## src/rtl/ucs_pkg.sv

```systemverilog
package ucs_pkg;

	// Bus geometry: register index sits in adr[ADR_W-1:2]
	localparam int ADR_W = 18;

	// Register indices; byte address is four times the index
	localparam logic [15:0] IDX_STATUS = 16'h4100;
	localparam logic [15:0] IDX_TX     = 16'h4101;
	localparam logic [15:0] IDX_RX     = 16'h4102;
	localparam logic [15:0] IDX_MODE   = 16'h4103;
	localparam logic [15:0] IDX_CTRL   = 16'h4104;

	// line_status bit positions
	localparam int ST_TXC  = 7;
	localparam int ST_FRM  = 6;
	localparam int ST_PAR  = 5;
	localparam int ST_OVR  = 4;
	localparam int ST_RX2  = 3;
	localparam int ST_BUSY = 2;
	localparam int ST_RXA  = 1;
	localparam int ST_TXE  = 0;

	// frame_format bit positions
	localparam int MD_CHLEN = 4;
	localparam int MD_PEN   = 3;
	localparam int MD_ODD   = 2;
	localparam int MD_STOP2 = 1;

	// interrupt_control bit positions
	localparam int CT_TXC = 7;
	localparam int CT_ERR = 6;
	localparam int CT_RXF = 5;
	localparam int CT_TXE = 4;
	localparam int CT_THR = 1;

	// Writable bits and values after reset
	localparam logic [7:0] MODE_MASK = 8'h1E;
	localparam logic [7:0] CTRL_MASK = 8'hF2;
	localparam logic [7:0] RST_MODE  = 8'h00;
	localparam logic [7:0] RST_CTRL  = 8'h00;
	localparam logic [7:0] RST_BYTE  = 8'h00;

	// Clock cycles per serial bit
	localparam int DEF_CLKS_PER_BIT = 16;

	typedef enum logic [2:0] {
		UCS_IDLE  = 3'h0,
		UCS_START = 3'h1,
		UCS_DATA  = 3'h3,
		UCS_PAR   = 3'h2,
		UCS_STOP  = 3'h6
	} ucs_state_t;

endpackage

```

## src/rtl/ucs_uart_channel.sv

```systemverilog
// Decided for this implementation: register access over Wishbone.
`timescale 1ns/1ps
// How it works
// - Transmission-complete flag sets when a frame ends; writing one clears it.
// - Status bit 3 is high while two received bytes are held.
// - Status bit 1 is high while at least one received byte is held.
// - Status bit 0 is high when transmit buffer can take a byte; resets high.
// - Receive register returns bytes oldest first; each read advances while a byte is held.
// - Receive register is 8-bit read-only, resets zero; 7-bit mode MSB in bit 6.
// - Control bit 7 enables interrupt on transmission complete.
// - Control bit 6 enables interrupt on framing, parity or overrun flags.
// - Control bit 5 enables interrupt when receive buffer reaches fill condition.
// - Control bit 4 enables interrupt while transmit buffer is empty.
// - Control bit 1 picks fill condition: zero one byte, one two bytes.
module ucs_uart_channel
	import ucs_pkg::*;
#(
	parameter int CLKS_PER_BIT = DEF_CLKS_PER_BIT
) (
	// Clock and reset
	input  wire logic             clk_i,
	input  wire logic             rst_i,
	// Wishbone classic slave
	input  wire logic             cyc_i,
	input  wire logic             stb_i,
	input  wire logic             we_i,
	input  wire logic [ADR_W-1:0] adr_i,
	input  wire logic [3:0]       sel_i,
	input  wire logic [31:0]      dat_i,
	output logic      [31:0]      dat_o,
	output logic                  ack_o,
	// Serial line
	input  wire logic             rxd_i,
	output logic                  txd_o,
	// Interrupt request
	output logic                  irq_o
);

	// Below 4 the half-bit check lands on the tick; above, the counter wraps
	generate
		if (CLKS_PER_BIT < 4 || CLKS_PER_BIT > 65535) begin : g_bad_cpb
			$error("CLKS_PER_BIT out of range");
		end
	endgenerate

	localparam logic [15:0] BIT_LAST = 16'(CLKS_PER_BIT - 1);
	localparam logic [15:0] BIT_HALF = 16'(CLKS_PER_BIT / 2 - 1);

	function automatic logic reg_hit(input logic [ADR_W-1:0] adr, input logic [15:0] idx);
		reg_hit = (adr[ADR_W-1:2] == idx) && (adr[1:0] == 2'b00);
	endfunction

	logic [7:0]  mode;
	logic [7:0]  ctrl;
	logic [7:4]  sticky;
	logic [7:4]  next_sticky;
	logic [7:0]  tx_buf;
	logic        tx_full;
	ucs_state_t  tx_state;
	logic [15:0] tx_baud;
	logic [2:0]  tx_bit;
	logic [7:0]  tx_sh;
	logic        tx_par;
	logic        tx_stop2;
	ucs_state_t  rx_state;
	logic [15:0] rx_baud;
	logic [2:0]  rx_bit;
	logic [7:0]  rx_sh;
	logic        rx_par;
	logic        rx_s1;
	logic        rx_s2;
	logic [7:0]  rx_mem [2];
	logic [1:0]  rx_count;
	logic        rx_rd;

	// Bus decode
	wire         req       = cyc_i & stb_i & ~ack_o;
	wire         wr_lane   = req & we_i & sel_i[0];
	wire         hit_st    = reg_hit(adr_i, IDX_STATUS);
	wire         hit_tx    = reg_hit(adr_i, IDX_TX);
	wire         hit_rx    = reg_hit(adr_i, IDX_RX);
	wire         hit_md    = reg_hit(adr_i, IDX_MODE);
	wire         hit_ct    = reg_hit(adr_i, IDX_CTRL);
	wire         wr_st     = wr_lane & hit_st;
	wire         wr_tx     = wr_lane & hit_tx;
	wire         wr_md     = wr_lane & hit_md;
	wire         wr_ct     = wr_lane & hit_ct;
	wire         rx_pop    = req & ~we_i & hit_rx & (rx_count != 2'd0);

	// Serial machine status
	wire         tx_tick   = (tx_baud == BIT_LAST);
	wire         rx_tick   = (rx_baud == BIT_LAST);
	wire         tx_load   = (tx_state == UCS_IDLE) & tx_full;
	wire         tx_done   = (tx_state == UCS_STOP) & tx_tick & ~tx_stop2;
	wire [2:0]   bit_last  = mode[MD_CHLEN] ? 3'd7 : 3'd6;
	wire [7:0]   rx_byte   = mode[MD_CHLEN] ? rx_sh : {1'b0, rx_sh[7:1]};
	wire         rx_end    = (rx_state == UCS_STOP) & rx_tick;
	wire         rx_push   = rx_end & (rx_count != 2'd2);
	wire         rx_ovr    = rx_end & (rx_count == 2'd2);
	wire         rx_frm    = rx_end & ~rx_s2;
	wire         rx_perr   = (rx_state == UCS_PAR) & rx_tick & (rx_par != rx_s2);
	wire         rx_wp     = rx_rd ^ rx_count[0];

	// Status view
	wire         tx_empty  = ~tx_full;
	wire         rx_avail  = (rx_count != 2'd0);
	wire         rx_two    = (rx_count == 2'd2);
	wire         tx_busy   = (tx_state != UCS_IDLE);
	wire         rx_fill   = ctrl[CT_THR] ? rx_two : rx_avail;
	wire [7:0]   set_vec   = {tx_done, rx_frm, rx_perr, rx_ovr, 4'h0};
	wire [7:0]   status    = {sticky[7:4], rx_two, tx_busy, rx_avail, tx_empty};
	wire [7:0]   rdata     = hit_st ? status :
	                         hit_tx ? tx_buf :
	                         hit_rx ? rx_mem[rx_rd] :
	                         hit_md ? (mode & MODE_MASK) :
	                         hit_ct ? (ctrl & CTRL_MASK) : 8'h00;
	wire         next_irq  = (ctrl[CT_TXC] & sticky[ST_TXC])
	                       | (ctrl[CT_ERR] & |sticky[ST_FRM:ST_OVR])
	                       | (ctrl[CT_RXF] & rx_fill)
	                       | (ctrl[CT_TXE] & tx_empty);

	// Single-cycle answer; unmapped reads give zero, unmapped writes vanish
	always_ff @(posedge clk_i or posedge rst_i) begin
		if (rst_i) begin
			ack_o <= 1'b0;
			dat_o <= 32'h0000_0000;
			irq_o <= 1'b0;
		end else begin
			ack_o <= req;
			dat_o <= req ? {24'h00_0000, rdata} : 32'h0000_0000;
			irq_o <= next_irq;
		end
	end

	always_ff @(posedge clk_i or posedge rst_i) begin
		if (rst_i) begin
			mode <= RST_MODE;
			ctrl <= RST_CTRL;
		end else begin
			if (wr_md)
				mode <= dat_i[7:0] & MODE_MASK;
			if (wr_ct)
				ctrl <= dat_i[7:0] & CTRL_MASK;
		end
	end

	// Sticky flags: a new event beats a same-cycle clear
	genvar k;
	generate
		for (k = ST_OVR; k <= ST_TXC; k++) begin : g_sticky
			assign next_sticky[k] = set_vec[k] | (sticky[k] & ~(wr_st & dat_i[k]));
		end
	endgenerate

	always_ff @(posedge clk_i or posedge rst_i) begin
		if (rst_i)
			sticky <= 4'h0;
		else
			sticky <= next_sticky;
	end

	// Transmit holding buffer; a write while full overwrites the pending byte
	always_ff @(posedge clk_i or posedge rst_i) begin
		if (rst_i) begin
			tx_buf  <= RST_BYTE;
			tx_full <= 1'b0;
		end else begin
			if (wr_tx)
				tx_buf <= dat_i[7:0];
			tx_full <= wr_tx | (tx_full & ~tx_load);
		end
	end

	// Transmit shifter, LSB first
	always_ff @(posedge clk_i or posedge rst_i) begin
		if (rst_i) begin
			tx_state <= UCS_IDLE;
			tx_baud  <= 16'h0000;
			tx_bit   <= 3'd0;
			tx_sh    <= 8'h00;
			tx_par   <= 1'b0;
			tx_stop2 <= 1'b0;
			txd_o    <= 1'b1;
		end else begin
			tx_baud <= (tx_tick || tx_state == UCS_IDLE) ? 16'h0000 : tx_baud + 16'h0001;
			case (tx_state)
				UCS_IDLE: begin
					if (tx_full) begin
						tx_state <= UCS_START;
						txd_o    <= 1'b0;
						tx_sh    <= tx_buf;
						tx_bit   <= 3'd0;
						tx_par   <= mode[MD_ODD];
						tx_stop2 <= mode[MD_STOP2];
					end
				end
				UCS_START: begin
					if (tx_tick) begin
						tx_state <= UCS_DATA;
						txd_o    <= tx_sh[0];
						tx_par   <= tx_par ^ tx_sh[0];
						tx_sh    <= {1'b0, tx_sh[7:1]};
					end
				end
				UCS_DATA: begin
					if (tx_tick) begin
						if (tx_bit == bit_last) begin
							tx_state <= mode[MD_PEN] ? UCS_PAR : UCS_STOP;
							txd_o    <= mode[MD_PEN] ? tx_par : 1'b1;
						end else begin
							tx_bit <= tx_bit + 3'd1;
							txd_o  <= tx_sh[0];
							tx_par <= tx_par ^ tx_sh[0];
							tx_sh  <= {1'b0, tx_sh[7:1]};
						end
					end
				end
				UCS_PAR: begin
					if (tx_tick) begin
						tx_state <= UCS_STOP;
						txd_o    <= 1'b1;
					end
				end
				UCS_STOP: begin
					if (tx_tick) begin
						if (tx_stop2)
							tx_stop2 <= 1'b0;
						else
							tx_state <= UCS_IDLE;
					end
				end
				default: begin
					tx_state <= UCS_IDLE;
					txd_o    <= 1'b1;
				end
			endcase
		end
	end

	// Line input synchroniser
	always_ff @(posedge clk_i or posedge rst_i) begin
		if (rst_i) begin
			rx_s1 <= 1'b1;
			rx_s2 <= 1'b1;
		end else begin
			rx_s1 <= rxd_i;
			rx_s2 <= rx_s1;
		end
	end

	// Receiver samples mid-bit; only the first stop bit is checked
	always_ff @(posedge clk_i or posedge rst_i) begin
		if (rst_i) begin
			rx_state <= UCS_IDLE;
			rx_baud  <= 16'h0000;
			rx_bit   <= 3'd0;
			rx_sh    <= 8'h00;
			rx_par   <= 1'b0;
		end else begin
			rx_baud <= (rx_tick || rx_state == UCS_IDLE) ? 16'h0000 : rx_baud + 16'h0001;
			case (rx_state)
				UCS_IDLE: begin
					if (!rx_s2)
						rx_state <= UCS_START;
				end
				UCS_START: begin
					if (rx_baud == BIT_HALF) begin
						rx_baud  <= 16'h0000;
						rx_bit   <= 3'd0;
						rx_par   <= mode[MD_ODD];
						rx_state <= rx_s2 ? UCS_IDLE : UCS_DATA;  // Glitch rejects
					end
				end
				UCS_DATA: begin
					if (rx_tick) begin
						rx_sh  <= {rx_s2, rx_sh[7:1]};
						rx_par <= rx_par ^ rx_s2;
						rx_bit <= rx_bit + 3'd1;
						if (rx_bit == bit_last)
							rx_state <= mode[MD_PEN] ? UCS_PAR : UCS_STOP;
					end
				end
				UCS_PAR: begin
					if (rx_tick)
						rx_state <= UCS_STOP;
				end
				UCS_STOP: begin
					if (rx_tick)
						rx_state <= UCS_IDLE;
				end
				default: rx_state <= UCS_IDLE;
			endcase
		end
	end

	// Two-byte receive buffer; a byte arriving when full is dropped
	always_ff @(posedge clk_i or posedge rst_i) begin
		if (rst_i) begin
			rx_mem[0] <= RST_BYTE;
			rx_mem[1] <= RST_BYTE;
			rx_count  <= 2'd0;
			rx_rd     <= 1'b0;
		end else begin
			if (rx_push)
				rx_mem[rx_wp] <= rx_byte;
			if (rx_pop)
				rx_rd <= ~rx_rd;
			rx_count <= rx_count + {1'b0, rx_push} - {1'b0, rx_pop};
		end
	end
endmodule // ucs_uart_channel

```

## config.mk

```make
export PLATFORM = sky130hd
export DESIGN_NAME = ucs_uart_channel
export DESIGN_NICKNAME = d
export VERILOG_FILES = /design/src/rtl/ucs_pkg.sv /design/src/rtl/ucs_uart_channel.sv
export SDC_FILE = /design/constraint.sdc
export NUM_CORES = 1
export LEC_CHECK = 0
export BUFFER_PORTS_ARGS = -buffer_cell sky130_fd_sc_hd__buf_2
export CORE_MARGIN = 5
export CORE_UTILIZATION = 45
export DETAILED_ROUTE_END_ITERATION = 12
export GPL_ROUTABILITY_DRIVEN = 0
export PLACE_DENSITY = 0.68
export SLEW_MARGIN = 20
export SYNTH_ARGS = -nofsm -noshare
export SYNTH_HDL_FRONTEND = slang
export SYNTH_SLANG_ARGS = --single-unit
export TNS_END_PERCENT = 20
```

## constraint.sdc

```tcl
create_clock -name clk_i -period 3.5 [get_ports clk_i]
set_input_delay 0.175 -clock clk_i [delete_from_list [all_inputs] [get_ports clk_i]]
set_output_delay 0.175 -clock clk_i [all_outputs]
set_load 0.05 [all_outputs]
```

==> Word level (Yosys, flattened, before mapping) <==
Index checks and enable logic that the tools add are counted.
{ "totals": {"register_bits": 117, "inputBits": 60, "out_inout_bits": 35, "word_cells": 220} }
{ "op_classes": {"n_addsub": 6, "magnitude_cmp": 3, "n_eq_ne": 35, "mux": 66, "bitwise_logic": 58, "reduce_logical": 26} }
{ "op_table": {"columns": ["op", "n"], "rows": [
  ["$mux 8", 15],
  ["$eq 16x15->1 const B", 5],
  ["$mux 16", 4],
  ["$mux 3", 19],
  ["$and 1x1->1", 33],
  ["$add 16x1->16 const B", 2],
  ["$eq 16x4->1 const B", 2],
  ["$ne 2x2->1 const B", 15],
  ["$pmux 3 s5", 2],
  ["$pmux 8 s3", 1],
  ["$bwmux 16", 1],
  ["$eq 16x3->1 const B", 1],
  ["$mux 1", 16],
  ["$eq 3x2->1 const B", 4],
  ["$not 1->1", 12],
  ["$pmux 3 s2", 2],
  ["$reduce_and 5->1", 2],
  ["$demux 8 s1", 1],
  ["$or 1x1->1", 8],
  ["$reduce_bool 2->1", 4],
  ["$reduce_and 7->1", 1],
  ["$add 3x1->3 const B", 2],
  ["$eq 3x1->1 const B", 2],
  ["$eq 3x3->1", 2],
  ["other kinds (23)", 38]
]} }

==> Depth between registers and ports, before layout <==
Gate-level depths: netlist of run 1.
{ "depth": {"word_depth": 9, "mapped_depth": 10} }

==> Least setup slack after synthesis of run 1 <==
No wires, ideal clock.
{ "synth_path": {"kind": "reg-to-reg", "from": "register rx_baud[8]", "to": "register rx_count[1]", "setup_time_ps": 123, "t_arrival_ps": 2441, "setup_slack_ps": 937, "path_stages_with_launch": 10, "period_less_slack_ps": 2563, "path_cell_list": "dfrtp_1 or4_4 nor4_4 and2_1 nand3_1 ha_1 inv_1 ha_1 xnor2_1 xnor2_1"} }
{ "synth_between": {"elab_chain_cells": 5} }
{ "synth_lines": {"columns": ["item", "line_no", "rtl"], "rows": [
  ["start, declared", "ucs_uart_channel.sv:66", "logic [15:0] rx_baud;"],
  ["start signal, assigned", "ucs_uart_channel.sv:260", "rx_baud <= (rx_tick || rx_state == UCS_IDLE) ? 16'h0000 : rx_baud + 16'h0001;"],
  ["$eq 16x4->1", "ucs_uart_channel.sv:92", "wire rx_tick = (rx_baud == BIT_LAST);"],
  ["$and 1x1->1", "ucs_uart_channel.sv:97", "wire rx_end = (rx_state == UCS_STOP) & rx_tick;"],
  ["$and 1x1->1", "ucs_uart_channel.sv:98", "wire rx_push = rx_end & (rx_count != 2'd2);"],
  ["$add 2x1->2", "ucs_uart_channel.sv:308", "rx_count <= rx_count + {1'b0, rx_push} - {1'b0, rx_pop};"],
  ["$sub 2x1->2", "ucs_uart_channel.sv:308", null],
  ["end signal, assigned", "ucs_uart_channel.sv:308", null],
  ["end, declared", "ucs_uart_channel.sv:73", "logic [1:0] rx_count;"]
]} }
Every way passes these cells.
A chain may end at the register's enable or synchronous reset.

==> Final worst setup path of run 1 <==
Ends and elaborated chain as after synthesis.

==> flow_metrics.tcl, run 1 <==
set metrics [dict create \
    status "finished clean" \
    cts_resized 0 \
    max_freq_mhz 371 \
    synth_edf_count 0 \
    instances_no_fill 842 \
    cts_tree "yes" \
    grt_setup_unrepaired "false" \
    first_pass_iters 5 \
    antenna_cells 0 \
    htreeDepth 4 \
    ys.flop_type "dfrtp_1" \
    postSynthAreaPerCell_sq_um 9.96 \
    crit_buf_inv 2 \
    final_nets 719 \
    clock_skew_ns 0.0106 \
    syn-cell-area_sq_mm 0.00603 \
    critPathKind "register to register" \
    synthCells 605 \
    maxCapViolations 0 \
    multi_input_area_sq_mm 0.00285 \
    die_area_sq_mm 0.0158 \
    layout-drive-gt1-share_pct 17.9 \
    critPathMaxStageDelay_ns 0.61 \
    via_per_inst 5.44 \
    dp_hpwl_mm 9.45 \
    hold_end "mode[3]" \
    hp-start "dat_i[3]" \
    row_count 42 \
    drc_errors 0 \
    clock_sinks 117 \
    route.top_layer_used "met4" \
    grt_pass1_wl_mm 22.9 \
    slew_violations 0 \
    wl_met3_microns 551 \
    cts_hold_buf 4 \
    routed-wl-met2_mm 6.81 \
    min_period_over_period_pct 76.9 \
    min_period_ns 2.69 \
    placed_cells 805 \
    ys_types 69 \
    setup_slack_ns 0.807 \
    wl_mm 13.6 \
    io_buffers 43 \
    setup_viol 0 \
    ys_warn_count 0 \
    clockRootBuffer "clkbuf_16" \
    ff_latch_area_sq_mm 0.00293 \
    die_w_microns 126 \
    slew_headroom_pct 48.0 \
    fin_util_pct 53.0 \
    path_clk_slew_ns 0.05 \
    worst_ep_required_time_ns 3.83 \
    ant_nets 0 \
    crit_family "simple AND/OR/NAND/NOR gates" \
    antenna_found_initial 0 \
    fp.dieH_microns 126 \
    yosysSeqAreaShare_pct 48.6 \
    cts_buffers 17 \
    hold_violations 0 \
    grt_max_degree 80 \
    clock_latency_ns 0.41 \
    synth_top_area_share_pct 47.3 \
    reg2reg_slack_ns 0.81 \
    wl_per_cell_microns 16.2 \
    crit_chain "or4_4 > nor4_4 > buf_4 > and2_1 > nand3_1 > ha_1 > inv_1 > ha_1 > xnor2_1 > xnor2_1" \
    synth_largest_area_cell "dfrtp_1" \
    reg2reg_to "rx_count[1]" \
    synthArstFlopShare_pct 100 \
    drt_iter0_markers 322 \
    wl_met1_mm 5.97 \
    cp.arrival_ns 3.02 \
    r2r-start "rx_baud[8]" \
    clockBufferDepth 2 \
    cts_setup_buffers 0 \
    tns_ns 0 \
    p_per_area_mw_per_mm2 514 \
    core_sq_mm 0.0132 \
    track_usage_pct 17.8 \
    post-place-ws_ns 0.781 \
    synth-seq-cells 117 \
    vias 4584 \
    ioPinCount 95 \
    cp_max_fo 6 \
    startpoint_type "register" \
    synthTopCellsByArea "dfrtp_1 47%, nand2_1 4.7%, mux2_2 3.7%" \
    cp_slowest_cell "or4_4" \
    hold_class "input pin to register" \
    grt_pass1_vias 4598 \
    grt-ovfl-total 0 \
    setup.worst_path.end_class "register" \
    r2r.worst_path.cells 10 \
    syn2layout_area_growth_pct 16.0 \
    floorplan.initialDensity_pct 45.7 \
    fillers 1217 \
    hold_depth 2 \
    peakVddDrop_mv 0.361 \
    p_leak_uw 0.00321 \
    worst_pin_slew_ns 0.780 \
]
-- how the worst max path moves through the flow --
stage | start | endpoint | slack (ns) | depth (start not counted)
finish | rx_baud[8] | rx_count[1] | 0.81 | 10
global route | rx_baud[8] | rx_count[1] | 0.62 | 10
CTS | rx_baud[8] | rx_count[1] | 0.80 | 10
detailed placement | adr_i[5] | rx_count[1] | 0.78 | 10
global placement | rx_baud[8] | rx_count[1] | 0.86 | 10
floorplan | rst_i | ack_o | 0.23 | 1
-- cells in the final DEF, fill, tap and decap left out, drive strengths merged, types with 7 or more instances in the layout --
cell type	instances
inv	14
mux2i	22
and3	9
mux2	20
xor2	16
xnor2	16
clkbuf	23
buf	47
a21oi	24
or3	7
nand2	77
nor3	10
nor2	57
nand3	23
conb	24
o21ai	39
nor4	11
and4	7
nand4	12
dfrtp	114
-- where the power goes --
group / switching, uW / internal [uW]
Clock: 599 / 1260
Sequential: 47.3 / 1390
Combinational: 208 / 86.5
-- synthesized netlist by cell type, types with 9 or more instances --
master      n
mux2_2     20
mux2i_1    22
clkbuf_1   15
a21oi_1    24
nor3_1     10
nand3_1    22
nand4_1    10
dfrtp_1   114
buf_4      25
nor2_1     56
inv_1      14
nand2_1    76
o21ai_1     9
xnor2_1    16
xor2_1     16
and3_1      9
o21ai_0    28
-- per-stage QoR --
step           cell area (sq um)  hold WS, ns  total power, uW
2_1_floorplan               6110        0.179             1700
3_3_place_gp                6300        0.285             1730
3_5_place_dp                6300        0.282             1750
4_1_cts                     6980      0.00227             3620
5_1_grt                     6990       0.0177             3720
6_report                    6990       0.0200             3590
-- per-layer routing --
| metal | GRT usage (%) | vias to the layer above |
|---|---|---|
| met1 | 22.7 | 2263 |
| met4 | 7.63 | 0 |
| met3 | 4.23 | 20 |
| li1 | - | 2192 |
| met5 | 0 | - |
| met2 | 29.1 | 109 |
-- cell type report --
class,count,share of cell area [%]
well taps,176,3.15
clock buffers,23,6.98
multi-input cells,450,40.7
inverters,15,0.877
repair buffers,52,4.22
flip-flops and latches,117,41.9
clock inverters,9,2.11
-- logic make-up after synthesis --
kind of cell	Yosys count	synth area share, %
other	1	0.0622
flip-flops	117	48.6
AND/OR/NAND/NOR	244	21.7
buffers and inverters	61	5.56
XOR/XNOR	32	4.65
adder cells (fa/ha/maj)	6	1.25
AO/OA/AOI/OAI	102	10.8
multiplexers	42	7.39
-- state kept, by name, indices dropped and copies added, names as in the netlist, 2 cells and up --
signal / flops
mode: 4
sticky: 4
tx_sh: 8
rx_baud: 16
tx_baud: 16
tx_state: 3
rx_sh: 8
dat_o: 8
rx_state: 3
rx_count: 2
rx_mem: 16
rx_bit: 3
tx_buf: 8
ctrl: 5
tx_bit: 3
Note: power is estimated with default switching activity, not from simulation.
==> inputs of run 2 (changes only) <==
- ABC_AREA: unset -> 1
- clock period: 3.5 -> 2.2 ns (I/O delays scaled with it)
==> run 2 against run 1 <==
  * Combinational power grew 100%
  * Total power grew 61%
  * Critical path depth grew 2
  * Utilization shrank 0.28 points
  * Sequential power grew 58%
  * Synthesized cell count grew 30%
  * Register-to-register slack lost 0.57 ns
  * Global-route usage shrank 0.39 points
==> flow_metrics.tcl, run 2 <==
set metrics [dict create \
    peakVddDrop_mv 0.611 \
    min_period_ns 1.96 \
    crit_buf_inv 2 \
    slew_violations 0 \
    hold_violations 0 \
    status "finished clean" \
    io_buffers 43 \
    clock_latency_ns 0.42 \
    crit_chain "ha_1 > nand2_2 > nor2_4 > inv_2 > nor2_4 > nand2_4 > nor2_4 > nand2_2 > ha_1 > inv_1 > ha_1 > xnor2_1" \
    syn-cell-area_sq_mm 0.00622 \
    synth_common_cells "186 x nand2_1, 114 x dfrtp_1, 98 x nor2_1" \
    cts_resized 0 \
    synth_compound_area_share_pct 10.9 \
    antenna_cells 0 \
    worst_ep_required_time_ns 2.50 \
    min_period_over_period_pct 89.0 \
    hold_class "input pin to register" \
    synth_top_family_by_area "simple AND/OR/NAND/NOR gates" \
    clockRootBuffer "clkbuf_16" \
    mostFrequentLayoutCells "186 x nand2_1, 114 x dfrtp_1, 98 x nor2_1" \
    synthMuxAreaShare_pct 1.39 \
    setup_viol 0 \
    path_clk_slew_ns 0.06 \
    synth_xor_area_share_pct 1.97 \
    synth-seq-cells 117 \
    slew_headroom_pct 55.9 \
    max_freq_mhz 510 \
    layout_commonest_cell "nand2_1" \
    crit_family "adder cells" \
    cp_slowest_cell "dfrtp_1" \
    wl_mm 13.4 \
    synthSimpleGateAreaFrac_pct 28.0 \
    ff_latch_area_sq_mm 0.00293 \
    reg_top3 "rx_baud: 16 flops, rx_mem: 16 flops, tx_baud: 16 flops" \
    final_nets 915 \
    fillers 1328 \
    clock_skew_ns 0.00823 \
    layout-drive-gt1-share_pct 14.3 \
    critPathMaxStageDelay_ns 0.36 \
    die_w_microns 128 \
    setup.worst_path.end_class "register" \
    die_area_sq_mm 0.0163 \
    postSynthAreaPerCell_sq_um 7.90 \
    worst_pin_slew_ns 0.661 \
    ys_warn_count 0 \
    synthArstFlopShare_pct 100 \
    maxCapViolations 0 \
    cp_max_fo 6 \
    htreeDepth 4 \
    synth.most_common_cell "nand2_1" \
    synthTopCellsByArea "dfrtp_1 46%, nand2_1 11%, o21ai_0 6.9%" \
    cts_tree "yes" \
    yosysSeqAreaShare_pct 47.1 \
    grt_max_degree 118 \
    grt-ovfl-total 0 \
    reg2reg_slack_ns 0.24 \
    vias 5070 \
    cp.arrival_ns 2.26 \
    p_leak_uw 0.00347 \
    whs_ns 0.00276 \
    ys_types 43 \
    synth_edf_count 0 \
    grt_setup_unrepaired "false" \
    synth_largest_area_cell "dfrtp_1" \
    floorplan.initialDensity_pct 45.3 \
    synthAdderAreaFrac_pct 1.21 \
    drt_iter0_markers 277 \
    grt_pass1_wl_mm 22.9 \
    instances_no_fill 1042 \
    fp.dieH_microns 128 \
    row_count 43 \
    ioPinCount 95 \
    synthCells 787 \
    antenna_found_initial 0 \
    wl_per_cell_microns 12.8 \
    multi_input_area_sq_mm 0.00279 \
    startpoint_type "register" \
    ant_nets 0 \
    first_pass_iters 5 \
    ys.flop_type "dfrtp_1" \
    synth_top_area_share_pct 45.9 \
    clockBufferDepth 2 \
    clock_sinks 117 \
    p_per_area_mw_per_mm2 798 \
    tns_ns 0 \
    syn2layout_area_growth_pct 16.3 \
    via_per_inst 4.87 \
    critPathKind "register to register" \
    drc_errors 0 \
    core_sq_mm 0.0137 \
    placed_cells 1007 \
    grt_pass1_vias 4900 \
    cts_buffers 17 \
    dp_hpwl_mm 9.60 \
    track_usage_pct 17.4 \
]
run 2: changes by cell type in the layout (fill, tap and decap cells not counted), sizes merged, moves of 7 or more:
cell	delta
nand3	+16
nor3	+9
or3	-7
mux2	-15
inv	+73
nand2	+114
nor2	+47
and4	-7
a21oi	-9
nor3b	+10
mux2i	-19
and3	-7
xnor2	-13
o21ai	+58
run 2: what timing repair did:
item	CTS	global route
endpoints found under the hold margin	116	0
buffers inserted	0	0
hold buffers	3	0
run 2: logic make-up after synthesis:
family,Yosys count
adder cells (fa/ha/maj),6
buffers and inverters,124
XOR/XNOR,14
other,1
multiplexers,8
AO/OA/AOI/OAI,124
flip-flops,117
AND/OR/NAND/NOR,393
run 2: stage by stage:
stage	utilization (%)	area (sq um)	setup WS (ns)	total power, uW
3_3_place_gp	48.0	6590	0.279	2910
3_5_place_dp	48.0	6590	0.241	2910
5_1_grt	52.7	7230	0.0358	6040
6_report	52.7	7230	0.241	5780
4_1_cts	52.7	7230	0.218	5830
2_1_floorplan	-	6310	0.399	2790
run 2: worst paths after layout:
check,start,to,cells past startpoint
max,rx_baud[0],rx_count[1],12
min,dat_i[3],tx_buf[3],3
max reg2reg,rx_baud[0],rx_count[1],12
min reg2reg,rx_s1,rx_s2,0
max in group asynchronous,rst_i,tx_baud[13],4
min in group asynchronous,rst_i,dat_o[1],4
run 2: area by class of cell:
| cell class | instances | share of cell area (%) |
|---|---|---|
| inverter | 88 | 4.62 |
| timing repair buffer | 56 | 4.60 |
| clock buffer | 22 | 6.42 |
| multi-input combinational | 569 | 38.6 |
| clock inverter | 10 | 2.11 |
| sequential | 117 | 40.5 |
| tap | 180 | 3.11 |
run 2: layer usage:
metal	routed length (microns)	vias up	part of all wire, %	global-route usage [%]
met3	567	17	4.2	4.01
met4	214	0	1.6	6.18
met5	0	-	0	0
met2	6320	95	47	27.8
met1	6270	2319	47	23.3
li1	-	2639	-	-
run 2: where the power goes:
part           internal (uW)  switching [uW]
combinational            162             438
sequential              2220            55.5
clock                   1940             954
total                   4330            1450
run 2: worst register-to-register path, cell delays in order (launching register included):
cell and delay (ns):
dfrtp_1 0.36, ha_1 0.19, nand2_2 0.09, nor2_4 0.11, inv_2 0.06, nor2_4 0.11, nand2_4 0.08, nor2_4 0.14
nand2_2 0.07, ha_1 0.27, inv_1 0.05, ha_1 0.19, xnor2_1 0.12
